File: src/verilog/ssr_cfg.svh
// Offsets, field positions and reset values of the status block.
// Assumes inclusion by bare name from design files only.
`ifndef SSR_CFG_SVH
`define SSR_CFG_SVH

// ==========================================
// Register offsets
`define SSR_OFF_STATUS 4'h0
`define SSR_OFF_CTRL 4'h1
`define SSR_OFF_ADDR 4'h2
`define SSR_OFF_DATA 4'h3
`define SSR_OFF_IRQ_STAT 4'h4
`define SSR_OFF_IRQ_MASK 4'h5

// ==========================================
// Status field positions
`define SSR_BIT_SLEW 7
`define SSR_BIT_EDGE 6
`define SSR_BIT_DATA_ADDR 5
`define SSR_BIT_STOP 4
`define SSR_BIT_START 3
`define SSR_BIT_DIR 2
`define SSR_BIT_UPDATE 1
`define SSR_BIT_FULL 0

// ==========================================
// Control field positions
`define SSR_CTRL_EN 0
`define SSR_CTRL_TEN 1

// ==========================================
// Interrupt status positions
`define SSR_IRQ_START 0
`define SSR_IRQ_STOP 1
`define SSR_IRQ_MATCH 2
`define SSR_IRQ_BYTE 3

// ==========================================
// Reset values
`define SSR_RST_STATUS 8'h00
`define SSR_RST_CTRL 8'h00
`define SSR_RST_ADDR 8'h00
`define SSR_RST_MASK 8'h00

`endif

File: src/verilog/ssr_pkg.sv
// Types shared by the status block and its line monitor.
// Assumes nothing of its surroundings.
package ssr_pkg;

	// ==========================================
	// Bus events seen on the serial lines
	typedef struct packed {
		logic start;
		logic stop;
		logic bit_rise;
		logic bit_fall;
		logic sda;
	} ssr_line_ev_t;

	// ==========================================
	// Byte engine states
	typedef enum logic [4:0] {
		SSR_IDLE = 5'b00001,
		SSR_SHIFT = 5'b00010,
		SSR_ACK = 5'b00100,
		SSR_SEND = 5'b01000,
		SSR_WAIT = 5'b10000
	} ssr_state_t;

endpackage : ssr_pkg

File: src/verilog/ssr_line_mon.sv
// Line monitor: synchronises SCL and SDA and reports Start, Stop and clock edges.
// Assumes SCL and SDA come asynchronously from the bus pins.
module ssr_line_mon (
	// Clock and reset
	input wire logic core_clk_i,
	input wire logic rst_n_i,
	// Bus lines
	input wire logic scl_i,
	input wire logic sda_i,
	// Events
	output ssr_pkg::ssr_line_ev_t ev_o
);

	// ==========================================
	// Synchronisers
	logic [1:0] scl_sync;
	logic [1:0] sda_sync;
	logic scl_q;
	logic sda_q;

	always_ff @(posedge core_clk_i or negedge rst_n_i) begin
		if (!rst_n_i) begin
			scl_sync <= 2'h3;
			sda_sync <= 2'h3;
		end else begin
			scl_sync <= {scl_sync[0], scl_i};
			sda_sync <= {sda_sync[0], sda_i};
		end
	end

	always_ff @(posedge core_clk_i or negedge rst_n_i) begin
		if (!rst_n_i) begin
			scl_q <= 1'b1;
			sda_q <= 1'b1;
		end else begin
			scl_q <= scl_sync[1];
			sda_q <= sda_sync[1];
		end
	end

	// ==========================================
	// Edge decode; SDA moving while SCL high marks a condition
	always_comb begin
		ev_o.start = scl_sync[1] && scl_q && sda_q && !sda_sync[1];
		ev_o.stop = scl_sync[1] && scl_q && !sda_q && sda_sync[1];
		ev_o.bit_rise = scl_sync[1] && !scl_q;
		ev_o.bit_fall = !scl_sync[1] && scl_q;
		ev_o.sda = sda_sync[1];
	end

endmodule : ssr_line_mon

File: src/verilog/ssr_status.sv
// Slave status register of the sync_serial_port in I2C mode, with a byte engine.
// Assumes a plain register port on core_clk_i and SCL/SDA from the bus pins.
// ==========================================
`include "ssr_cfg.svh"
module ssr_status (
	// Clock and reset
	input wire logic core_clk_i,
	input wire logic rst_n_i,
	// Register port
	input wire logic [3:0] reg_addr_i,
	input wire logic [7:0] reg_wdata_i,
	input wire logic reg_wr_i,
	input wire logic reg_rd_i,
	output logic [7:0] reg_rdata_o,
	// Bus lines
	input wire logic scl_i,
	input wire logic sda_i,
	output logic sda_o,
	output logic sda_oe_o,
	// Interrupt
	output logic irq_o
);

	// ==========================================
	// Line monitor
	ssr_pkg::ssr_line_ev_t ev;

	ssr_line_mon u_mon (
		.core_clk_i(core_clk_i),
		.rst_n_i(rst_n_i),
		.scl_i(scl_i),
		.sda_i(sda_i),
		.ev_o(ev)
	);

	// ==========================================
	// Registers
	logic [7:0] ctrl;
	logic [7:0] slave_address_register;
	logic [7:0] serial_data_buffer;
	logic [7:0] irq_mask;
	logic [7:0] irq_stat;
	logic slew_sample_select;
	logic edge_select;
	logic data_addr;
	logic stop_seen;
	logic start_seen;
	logic dir;
	logic address_update_flag;
	logic buffer_full_flag;
	logic [7:0] serial_port_status;

	// Engine state
	ssr_pkg::ssr_state_t state;
	logic [7:0] shreg;
	logic [3:0] bitcnt;
	logic first_byte;
	logic addressed;
	logic second_addr;
	logic ack_drive;
	logic byte_done;
	logic match_ev;
	logic tx_load;

	function automatic logic hit(input logic [3:0] a, input logic [3:0] off);
		hit = (a == off);
	endfunction : hit

	wire logic enable = ctrl[`SSR_CTRL_EN];
	wire logic ten_bit = ctrl[`SSR_CTRL_TEN];
	wire logic wr_status = reg_wr_i && hit(reg_addr_i, `SSR_OFF_STATUS);
	wire logic rd_data = reg_rd_i && hit(reg_addr_i, `SSR_OFF_DATA);
	wire logic wr_data = reg_wr_i && hit(reg_addr_i, `SSR_OFF_DATA);
	wire logic rd_irq = reg_rd_i && hit(reg_addr_i, `SSR_OFF_IRQ_STAT);
	// First byte with 11110 prefix starts a 10-bit address
	wire logic ten_hdr = ten_bit && (shreg[7:3] == 5'h1E);
	wire logic addr_ok = ten_bit ? (second_addr ? (shreg == slave_address_register) : ten_hdr)
		: (shreg[7:1] == slave_address_register[7:1]);

	always_comb begin
		serial_port_status = 8'h00;
		serial_port_status[`SSR_BIT_SLEW] = slew_sample_select;
		serial_port_status[`SSR_BIT_EDGE] = edge_select;
		serial_port_status[`SSR_BIT_DATA_ADDR] = data_addr;
		serial_port_status[`SSR_BIT_STOP] = stop_seen;
		serial_port_status[`SSR_BIT_START] = start_seen;
		serial_port_status[`SSR_BIT_DIR] = dir;
		serial_port_status[`SSR_BIT_UPDATE] = address_update_flag;
		serial_port_status[`SSR_BIT_FULL] = buffer_full_flag;
	end

	// ==========================================
	// Software-written registers
	always_ff @(posedge core_clk_i or negedge rst_n_i) begin
		if (!rst_n_i) begin
			ctrl <= `SSR_RST_CTRL;
			slave_address_register <= `SSR_RST_ADDR;
			irq_mask <= `SSR_RST_MASK;
			slew_sample_select <= 1'b0;
			edge_select <= 1'b0;
		end else if (reg_wr_i) begin
			if (hit(reg_addr_i, `SSR_OFF_CTRL))
				ctrl <= reg_wdata_i;
			if (hit(reg_addr_i, `SSR_OFF_ADDR))
				slave_address_register <= reg_wdata_i;
			if (hit(reg_addr_i, `SSR_OFF_IRQ_MASK))
				irq_mask <= reg_wdata_i;
			if (wr_status) begin
				slew_sample_select <= reg_wdata_i[`SSR_BIT_SLEW];
				// Stored as written; software is expected to leave it clear
				edge_select <= reg_wdata_i[`SSR_BIT_EDGE];
			end
		end
	end

	// ==========================================
	// Bus condition flags
	always_ff @(posedge core_clk_i or negedge rst_n_i) begin
		if (!rst_n_i) begin
			stop_seen <= 1'b0;
			start_seen <= 1'b0;
		end else if (!enable) begin
			stop_seen <= 1'b0;
			start_seen <= 1'b0;
		end else if (ev.start) begin
			start_seen <= 1'b1;
			stop_seen <= 1'b0;
		end else if (ev.stop) begin
			stop_seen <= 1'b1;
			start_seen <= 1'b0;
		end
	end

	// ==========================================
	// Byte engine
	always_ff @(posedge core_clk_i or negedge rst_n_i) begin
		if (!rst_n_i) begin
			state <= ssr_pkg::SSR_IDLE;
			shreg <= 8'h00;
			bitcnt <= 4'h0;
			first_byte <= 1'b0;
			addressed <= 1'b0;
			second_addr <= 1'b0;
			ack_drive <= 1'b0;
		end else if (!enable || ev.stop) begin
			state <= ssr_pkg::SSR_IDLE;
			addressed <= 1'b0;
			second_addr <= 1'b0;
			ack_drive <= 1'b0;
		end else if (ev.start) begin
			// Repeated Start keeps the 10-bit header state for reads
			state <= ssr_pkg::SSR_SHIFT;
			bitcnt <= 4'h0;
			first_byte <= 1'b1;
			addressed <= 1'b0;
			ack_drive <= 1'b0;
		end else begin
			case (state)
				ssr_pkg::SSR_IDLE: begin
					ack_drive <= 1'b0;
				end
				ssr_pkg::SSR_SHIFT: begin
					if (ev.bit_rise) begin
						shreg <= {shreg[6:0], ev.sda};
						bitcnt <= bitcnt + 4'h1;
					end else if (ev.bit_fall && bitcnt == 4'h8) begin
						bitcnt <= 4'h0;
						state <= ssr_pkg::SSR_ACK;
						if (first_byte || second_addr) begin
							ack_drive <= addr_ok;
							addressed <= addr_ok && !(ten_bit && !second_addr && !shreg[0]);
							second_addr <= ten_bit && addr_ok && !second_addr && !shreg[0];
						end else begin
							ack_drive <= addressed && !dir;
						end
						if (!second_addr)
							first_byte <= 1'b0;
					end
				end
				ssr_pkg::SSR_ACK: begin
					if (ev.bit_fall) begin
						ack_drive <= 1'b0;
						if (!addressed && !second_addr)
							state <= ssr_pkg::SSR_IDLE;
						else if (addressed && dir)
							state <= ssr_pkg::SSR_WAIT;
						else
							state <= ssr_pkg::SSR_SHIFT;
					end else if (ev.bit_rise && addressed && dir && ev.sda && !ack_drive) begin
						// Master NACK ends the transmission
						state <= ssr_pkg::SSR_IDLE;
					end
				end
				ssr_pkg::SSR_WAIT: begin
					// Stretch-free: waits for software to load the buffer
					if (buffer_full_flag) begin
						shreg <= serial_data_buffer;
						state <= ssr_pkg::SSR_SEND;
					end
				end
				ssr_pkg::SSR_SEND: begin
					if (ev.bit_fall) begin
						shreg <= {shreg[6:0], 1'b1};
						bitcnt <= bitcnt + 4'h1;
						if (bitcnt == 4'h7) begin
							bitcnt <= 4'h0;
							state <= ssr_pkg::SSR_ACK;
						end
					end
				end
				default: state <= ssr_pkg::SSR_IDLE;
			endcase
		end
	end

	assign byte_done = (state == ssr_pkg::SSR_SHIFT) && ev.bit_fall && (bitcnt == 4'h8);
	assign match_ev = byte_done && (first_byte || second_addr) && addr_ok;
	assign tx_load = wr_data && (state == ssr_pkg::SSR_WAIT || dir);

	// ==========================================
	// Status capture
	always_ff @(posedge core_clk_i or negedge rst_n_i) begin
		if (!rst_n_i) begin
			data_addr <= 1'b0;
			dir <= 1'b0;
			address_update_flag <= 1'b0;
		end else if (!enable) begin
			data_addr <= 1'b0;
			dir <= 1'b0;
			address_update_flag <= 1'b0;
		end else begin
			if (byte_done)
				data_addr <= !(first_byte || second_addr);
			else if (state == ssr_pkg::SSR_SEND && ev.bit_fall && bitcnt == 4'h7)
				data_addr <= 1'b1;
			if (match_ev && !second_addr)
				dir <= shreg[0];
			// Direction holds past its valid window; the register is not cleared then
			if (match_ev && ten_bit)
				address_update_flag <= 1'b1;
			else if (reg_wr_i && hit(reg_addr_i, `SSR_OFF_ADDR))
				address_update_flag <= 1'b0;
		end
	end

	// ==========================================
	// Data buffer and full flag
	always_ff @(posedge core_clk_i or negedge rst_n_i) begin
		if (!rst_n_i) begin
			serial_data_buffer <= 8'h00;
			buffer_full_flag <= 1'b0;
		end else if (!enable) begin
			buffer_full_flag <= 1'b0;
		end else if (byte_done && !first_byte && !second_addr && addressed) begin
			serial_data_buffer <= shreg;
			buffer_full_flag <= 1'b1;
		end else if (tx_load) begin
			serial_data_buffer <= reg_wdata_i;
			buffer_full_flag <= 1'b1;
		end else if (rd_data && !dir) begin
			buffer_full_flag <= 1'b0;
		end else if (state == ssr_pkg::SSR_SEND && ev.bit_fall && bitcnt == 4'h7) begin
			buffer_full_flag <= 1'b0;
		end
	end

	// ==========================================
	// Interrupts; a new event beats the read that clears
	logic [7:0] irq_set;

	always_comb begin
		irq_set = 8'h00;
		irq_set[`SSR_IRQ_START] = enable && ev.start;
		irq_set[`SSR_IRQ_STOP] = enable && ev.stop;
		irq_set[`SSR_IRQ_MATCH] = enable && match_ev;
		irq_set[`SSR_IRQ_BYTE] = enable && byte_done && addressed;
	end

	always_ff @(posedge core_clk_i or negedge rst_n_i) begin
		if (!rst_n_i)
			irq_stat <= 8'h00;
		else
			irq_stat <= (rd_irq ? 8'h00 : irq_stat) | irq_set;
	end

	assign irq_o = |(irq_stat & irq_mask);

	// ==========================================
	// Read port and SDA drive
	always_ff @(posedge core_clk_i or negedge rst_n_i) begin
		if (!rst_n_i) begin
			reg_rdata_o <= 8'h00;
		end else if (reg_rd_i) begin
			case (reg_addr_i)
				`SSR_OFF_STATUS: reg_rdata_o <= serial_port_status;
				`SSR_OFF_CTRL: reg_rdata_o <= ctrl;
				`SSR_OFF_ADDR: reg_rdata_o <= slave_address_register;
				`SSR_OFF_DATA: reg_rdata_o <= serial_data_buffer;
				`SSR_OFF_IRQ_STAT: reg_rdata_o <= irq_stat;
				`SSR_OFF_IRQ_MASK: reg_rdata_o <= irq_mask;
				default: reg_rdata_o <= 8'h00;
			endcase
		end else begin
			reg_rdata_o <= 8'h00;
		end
	end

	// Open-drain: only ever pulls low
	assign sda_o = 1'b0;
	assign sda_oe_o = ack_drive || (state == ssr_pkg::SSR_SEND && !shreg[7]);

endmodule : ssr_status
File: config.mk
export PLATFORM = sky130hd
export DESIGN_NAME = ssr_status
export DESIGN_NICKNAME = d
export VERILOG_FILES = /design/src/verilog/ssr_pkg.sv /design/src/verilog/ssr_line_mon.sv /design/src/verilog/ssr_status.sv
export VERILOG_INCLUDE_DIRS = /design/src /design/src/verilog
export SDC_FILE = /design/constraint.sdc
export NUM_CORES = 1
export LEC_CHECK = 0
export BUFFER_PORTS_ARGS = -buffer_cell sky130_fd_sc_hd__buf_2
export CAP_MARGIN = 30
export CORE_MARGIN = 2
export CORE_UTILIZATION = 54
export CTS_BUF_LIST = sky130_fd_sc_hd__clkbuf_8 sky130_fd_sc_hd__clkbuf_16
export DETAILED_ROUTE_END_ITERATION = 10
export GPL_TIMING_DRIVEN = 0
export PLACE_DENSITY = 0.84
export SLEW_MARGIN = 0
export SYNTH_ARGS = -nofsm -noshare
export SYNTH_HDL_FRONTEND = slang
export SYNTH_SLANG_ARGS = --single-unit
File: constraint.sdc
create_clock -name core_clk_i -period 2.3 [get_ports core_clk_i]
set_input_delay 0.115 -clock core_clk_i [delete_from_list [all_inputs] [get_ports core_clk_i]]
set_output_delay 0.115 -clock core_clk_i [all_outputs]
set_load 0.01 [all_outputs]
==> key figures <==
Status
  • Status: finished, final reports clean

Clocking
  • Worst-path clk slew: 0.08 ns
  • Latest clock arrival within the worst-skew pair: 0.36 ns
  • Depth of the CTS H-tree: 3
  • Clock Path Buffers: 2
  • CTS root buf: clkbuf_8
  • Clock sinks: 79
  • CTS buffer count: 9
  • TritonCTS clock tree: built

Cells and area
  • Fin util: roughly 64%
  • Ratio of cells with drive above 1 in the final layout: 27.55%
  • # fillers: 542
  • Final net count: around 440
  • Final cell count without fillers: 520
  • ANT cells: 0
  • Area Overhead vs Synth: 13.37%

Worst setup path
  • Nature of the critical path startpoint: flop
  • Critical Path End Type: flop
  • Critical path fanouts, max: 8
  • Worst EP required: around 2.5 ns
  • WP data arrival: roughly 2.5 ns
  • Critical path class: reg -> reg

Power and ir drop
  • Pwr dens: 691.1 nW/um2
  • Combinational power share: 15.6%
  • Switching share of total power: between 20% and 30%
  • Pint: around 2.3 mW
  • Lkg Pwr: slightly above 2 nW
  • Switching pwr: about 0.9 mW
  • Sequential power share: 51.4%
  • Clock power frac: between 30% and 40%
  • Maximum vdd drop: approximately 430 uV

Yosys
  • Ys async rst share: between 90% and 100%
  • Leading area contributor after synthesis: dfrtp_1
  • XOR/XNOR Fraction of Synth Area: roughly 2.3%
  • Count leader, synth: dfrtp_1
  • Number of synthesized flops with an enable pin: 0
  • Post-synthesis mux area share: 14.03%
  • Synth Instances: around 380
  • Post-synth design cell area: 4146 um2
  • Synth Area in Adders: 0.6035%
  • Top_reg_cell synth: dfrtp_1
  • Post-synthesis compound-gate area fraction: ~15%
  • Largest family of logic cells by synthesized area: simple AND/OR/NAND/NOR gates
  • Mean Syn Cell Area: roughly 11 um2
  • Synth top area cells: dfrtp_1, mux2_2, dfstp_2
  • Net count after synthesis: about 400
  • Synth Register Bits: a little under 80
  • YS warnings: 0
  • Post-synthesis sequential area ratio: a little under half
  • Post-synth top cells: dfrtp_1, mux2_2, nand2_1
  • Count of cell types in the netlist: 63
  • Top cell type's share of synthesized area: 43.45%
  • Simple-gate share of the synthesized area: between 10% and 20%

Placed design
  • Placed cells: 500
  • I/O Buffers: 23
  • HPWL Detailed: ~7000 um
  • Final Wtd Congestion: 0.8728
  • Place WS: -0.1575 ns

Global routing
  • Initial antenna violation count: 0
  • Grt ovf: 0
  • Total Routing Usage GR: between 20% and 30%
  • Met2 Track Usage GR: roughly two fifths
  • GRT Max-Usage Layer: met2
  • Vias in the first global route: between 3000 and 4000
  • M1 GR Usage: 34.94%
  • First-pass GRT wire length: roughly 16000 um
  • GR Layer Usage met3: 4.355%
  • Largest net degree at the start of global routing: between 70 and 80

Die
  • Die area: ~8400 um2
  • Core Region: between 7000 and 8000 um2
  • Initial Util: 56.56%
  • Die H: slightly above 90 um
  • Io pins: 29
  • Horiz. Die Dim: ~90 um
  • Num rows: 31

STA
  • Final Worst Setup Slack: 0.06142 ns
  • Final setup violation count: 0
  • Clk_skew: between 0.01 and 0.015 ns
  • Final hold viol count: 0
  • Fmax: approximately 450 MHz
  • Min cycle time layout: 2.239 ns
  • RSZ-0062 raised after global routing: no
  • Crit share post-route: between 90 and 100%
  • Pins over their slew limit: 0
  • Headroom to the max-slew limit: 32.73%
  • Least-Margin Pin Slew: a little over 1 ns

Route
  • DRT Pass-1 Iters: 5
  • WL/cell: 19.09 um
  • DRT iter0 DRCs: roughly 470
  • DR DRC count: 0
  • Via count: between 3000 and 4000
  • Final ANT Viol Nets: 0
  • Total wire length: around 10000 um
  • DR vias/cell: ~6.3

Min path
  • Worst hold path class: in -> reg

Job
  • Maxcap violations: 0
-- routing by layer --
layer  up-vias  routed length [um]
met5         -                   0
met1      1628                4235
li1       1490                   -
met2       153                4763
met4         0                 261
met3        23                 664
-- state kept, by name, indices dropped and copies added (netlist names), 2 cells and up --
| register | flops |
|---|---|
| ctrl | 8 |
| irq_mask | 8 |
| reg_rdata_o | 8 |
| serial_data_buffer | 8 |
| shreg | 8 |
| slave_address_register | 8 |
| state | 5 |
| bitcnt | 4 |
| irq_stat | 4 |
| u_mon.scl_sync | 2 |
| u_mon.sda_sync | 2 |
-- final timing paths --
kind	start	to	depth (start not counted)	slack, ns
worst min register to register	u_mon.sda_sync[0]$_DFF_PN1_	u_mon.sda_sync[1]$_DFF_PN1_	0	0.36
worst min-delay path	reg_wdata_i[5]	irq_mask[5]$_DFFE_PN0P_	2	0.04
worst max register to register	u_mon.sda_sync[1]$_DFF_PN1_	shreg[4]$_DFFE_PN0P_	7	0.06
worst max-delay path	u_mon.sda_sync[1]$_DFF_PN1_	shreg[4]$_DFFE_PN0P_	7	0.06
min in group asynchronous	rst_n_i	bitcnt[3]$_DFFE_PN0P_	2	0.12
max in group asynchronous	rst_n_i	u_mon.sda_sync[0]$_DFF_PN1_	3	1.61
-- placed cells by master, fill, tap and decap left out, drive strengths merged, types with 3 or more instances in the layout --
cell type | Yosys | final
dfstp | 7 | 7
or3 | 4 | 4
mux2i | 12 | 12
dlygate4sd3 | 0 | 3
a21oi | 21 | 21
nor3 | 7 | 7
nand2b | 6 | 6
inv | 4 | 6
nor2b | 10 | 10
a222oi | 3 | 3
nand3 | 8 | 8
clkbuf | 7 | 18
buf | 10 | 35
nor4 | 4 | 4
nand2 | 40 | 40
a22oi | 15 | 15
dfrtp | 72 | 72
nor2 | 11 | 11
mux2 | 41 | 41
o21ai | 13 | 13
o22ai | 3 | 3
and2 | 3 | 3
or4 | 4 | 4
a31oi | 16 | 16
o2111ai | 3 | 3
xnor2 | 8 | 8
nand4 | 5 | 5
nor4b | 5 | 5
-- worst max-delay path, cell delays in order (launching register included) --
cell and delay [ns]:
dfstp_2 0.54, buf_4 0.17, xnor2_2 0.15, o21ai_4 0.10
or4_4 0.52, a21oi_4 0.15, buf_12 0.15, mux2_2 0.34
-- cell type report --
cell class / instances / area, um2 / share of cell area [%]
multi-input combinational: 277 / 2085 / 44.34
inverter: 4 / 15.01 / 0.3194
timing repair buffer: 28 / 195.2 / 4.152
sequential: 79 / 1986 / 42.24
tap: 99 / 123.9 / 2.635
clock inverter: 5 / 56.30 / 1.198
buffer: 17 / 88.84 / 1.890
clock buffer: 11 / 151.4 / 3.221
-- per-stage QoR --
| stage | setup TNS [ns] | instance area [um2] | total power [mW] | hold WS, ns |
|---|---|---|---|---|
| after global placement | -0.6705 | 4385 | 2.145 | 0.2213 |
| after detailed placement | -1.050 | 4415 | 2.178 | -0.04998 |
| after CTS | 0 | 4681 | 3.246 | 0.03186 |
| after floorplan | 0 | 4146 | 1.990 | -0.1806 |
| after global routing | 0 | 4701 | 3.398 | 0.04341 |
| final | 0 | 4701 | 3.249 | 0.04340 |
-- power groups by stage --
stage          combinational [mW]  clock [mW]  sequential (mW)
2_1_floorplan               0.344           0             1.65
3_3_place_gp                0.468           0             1.68
3_5_place_dp                0.490           0             1.69
4_1_cts                     0.499        1.09             1.66
5_1_grt                     0.559        1.15             1.68
6_report                    0.506        1.07             1.67
-- kinds of logic after synthesis --
group	count (synthesis)
XOR/XNOR	10
AND/OR/NAND/NOR	121
flip-flops	79
AO/OA/AOI/OAI	90
adder cells (fa/ha/maj)	2
buffers and inverters	21
other	1
multiplexers	53
-- repair_timing --
action	CTS	global route
hold buffers	3	0
buffers inserted	1	0
endpoints found under the hold margin	75	0
endpoints found under the setup margin	7	9
gates resized for setup	2	5
No activity file was read; power rests on OpenSTA's default activity.
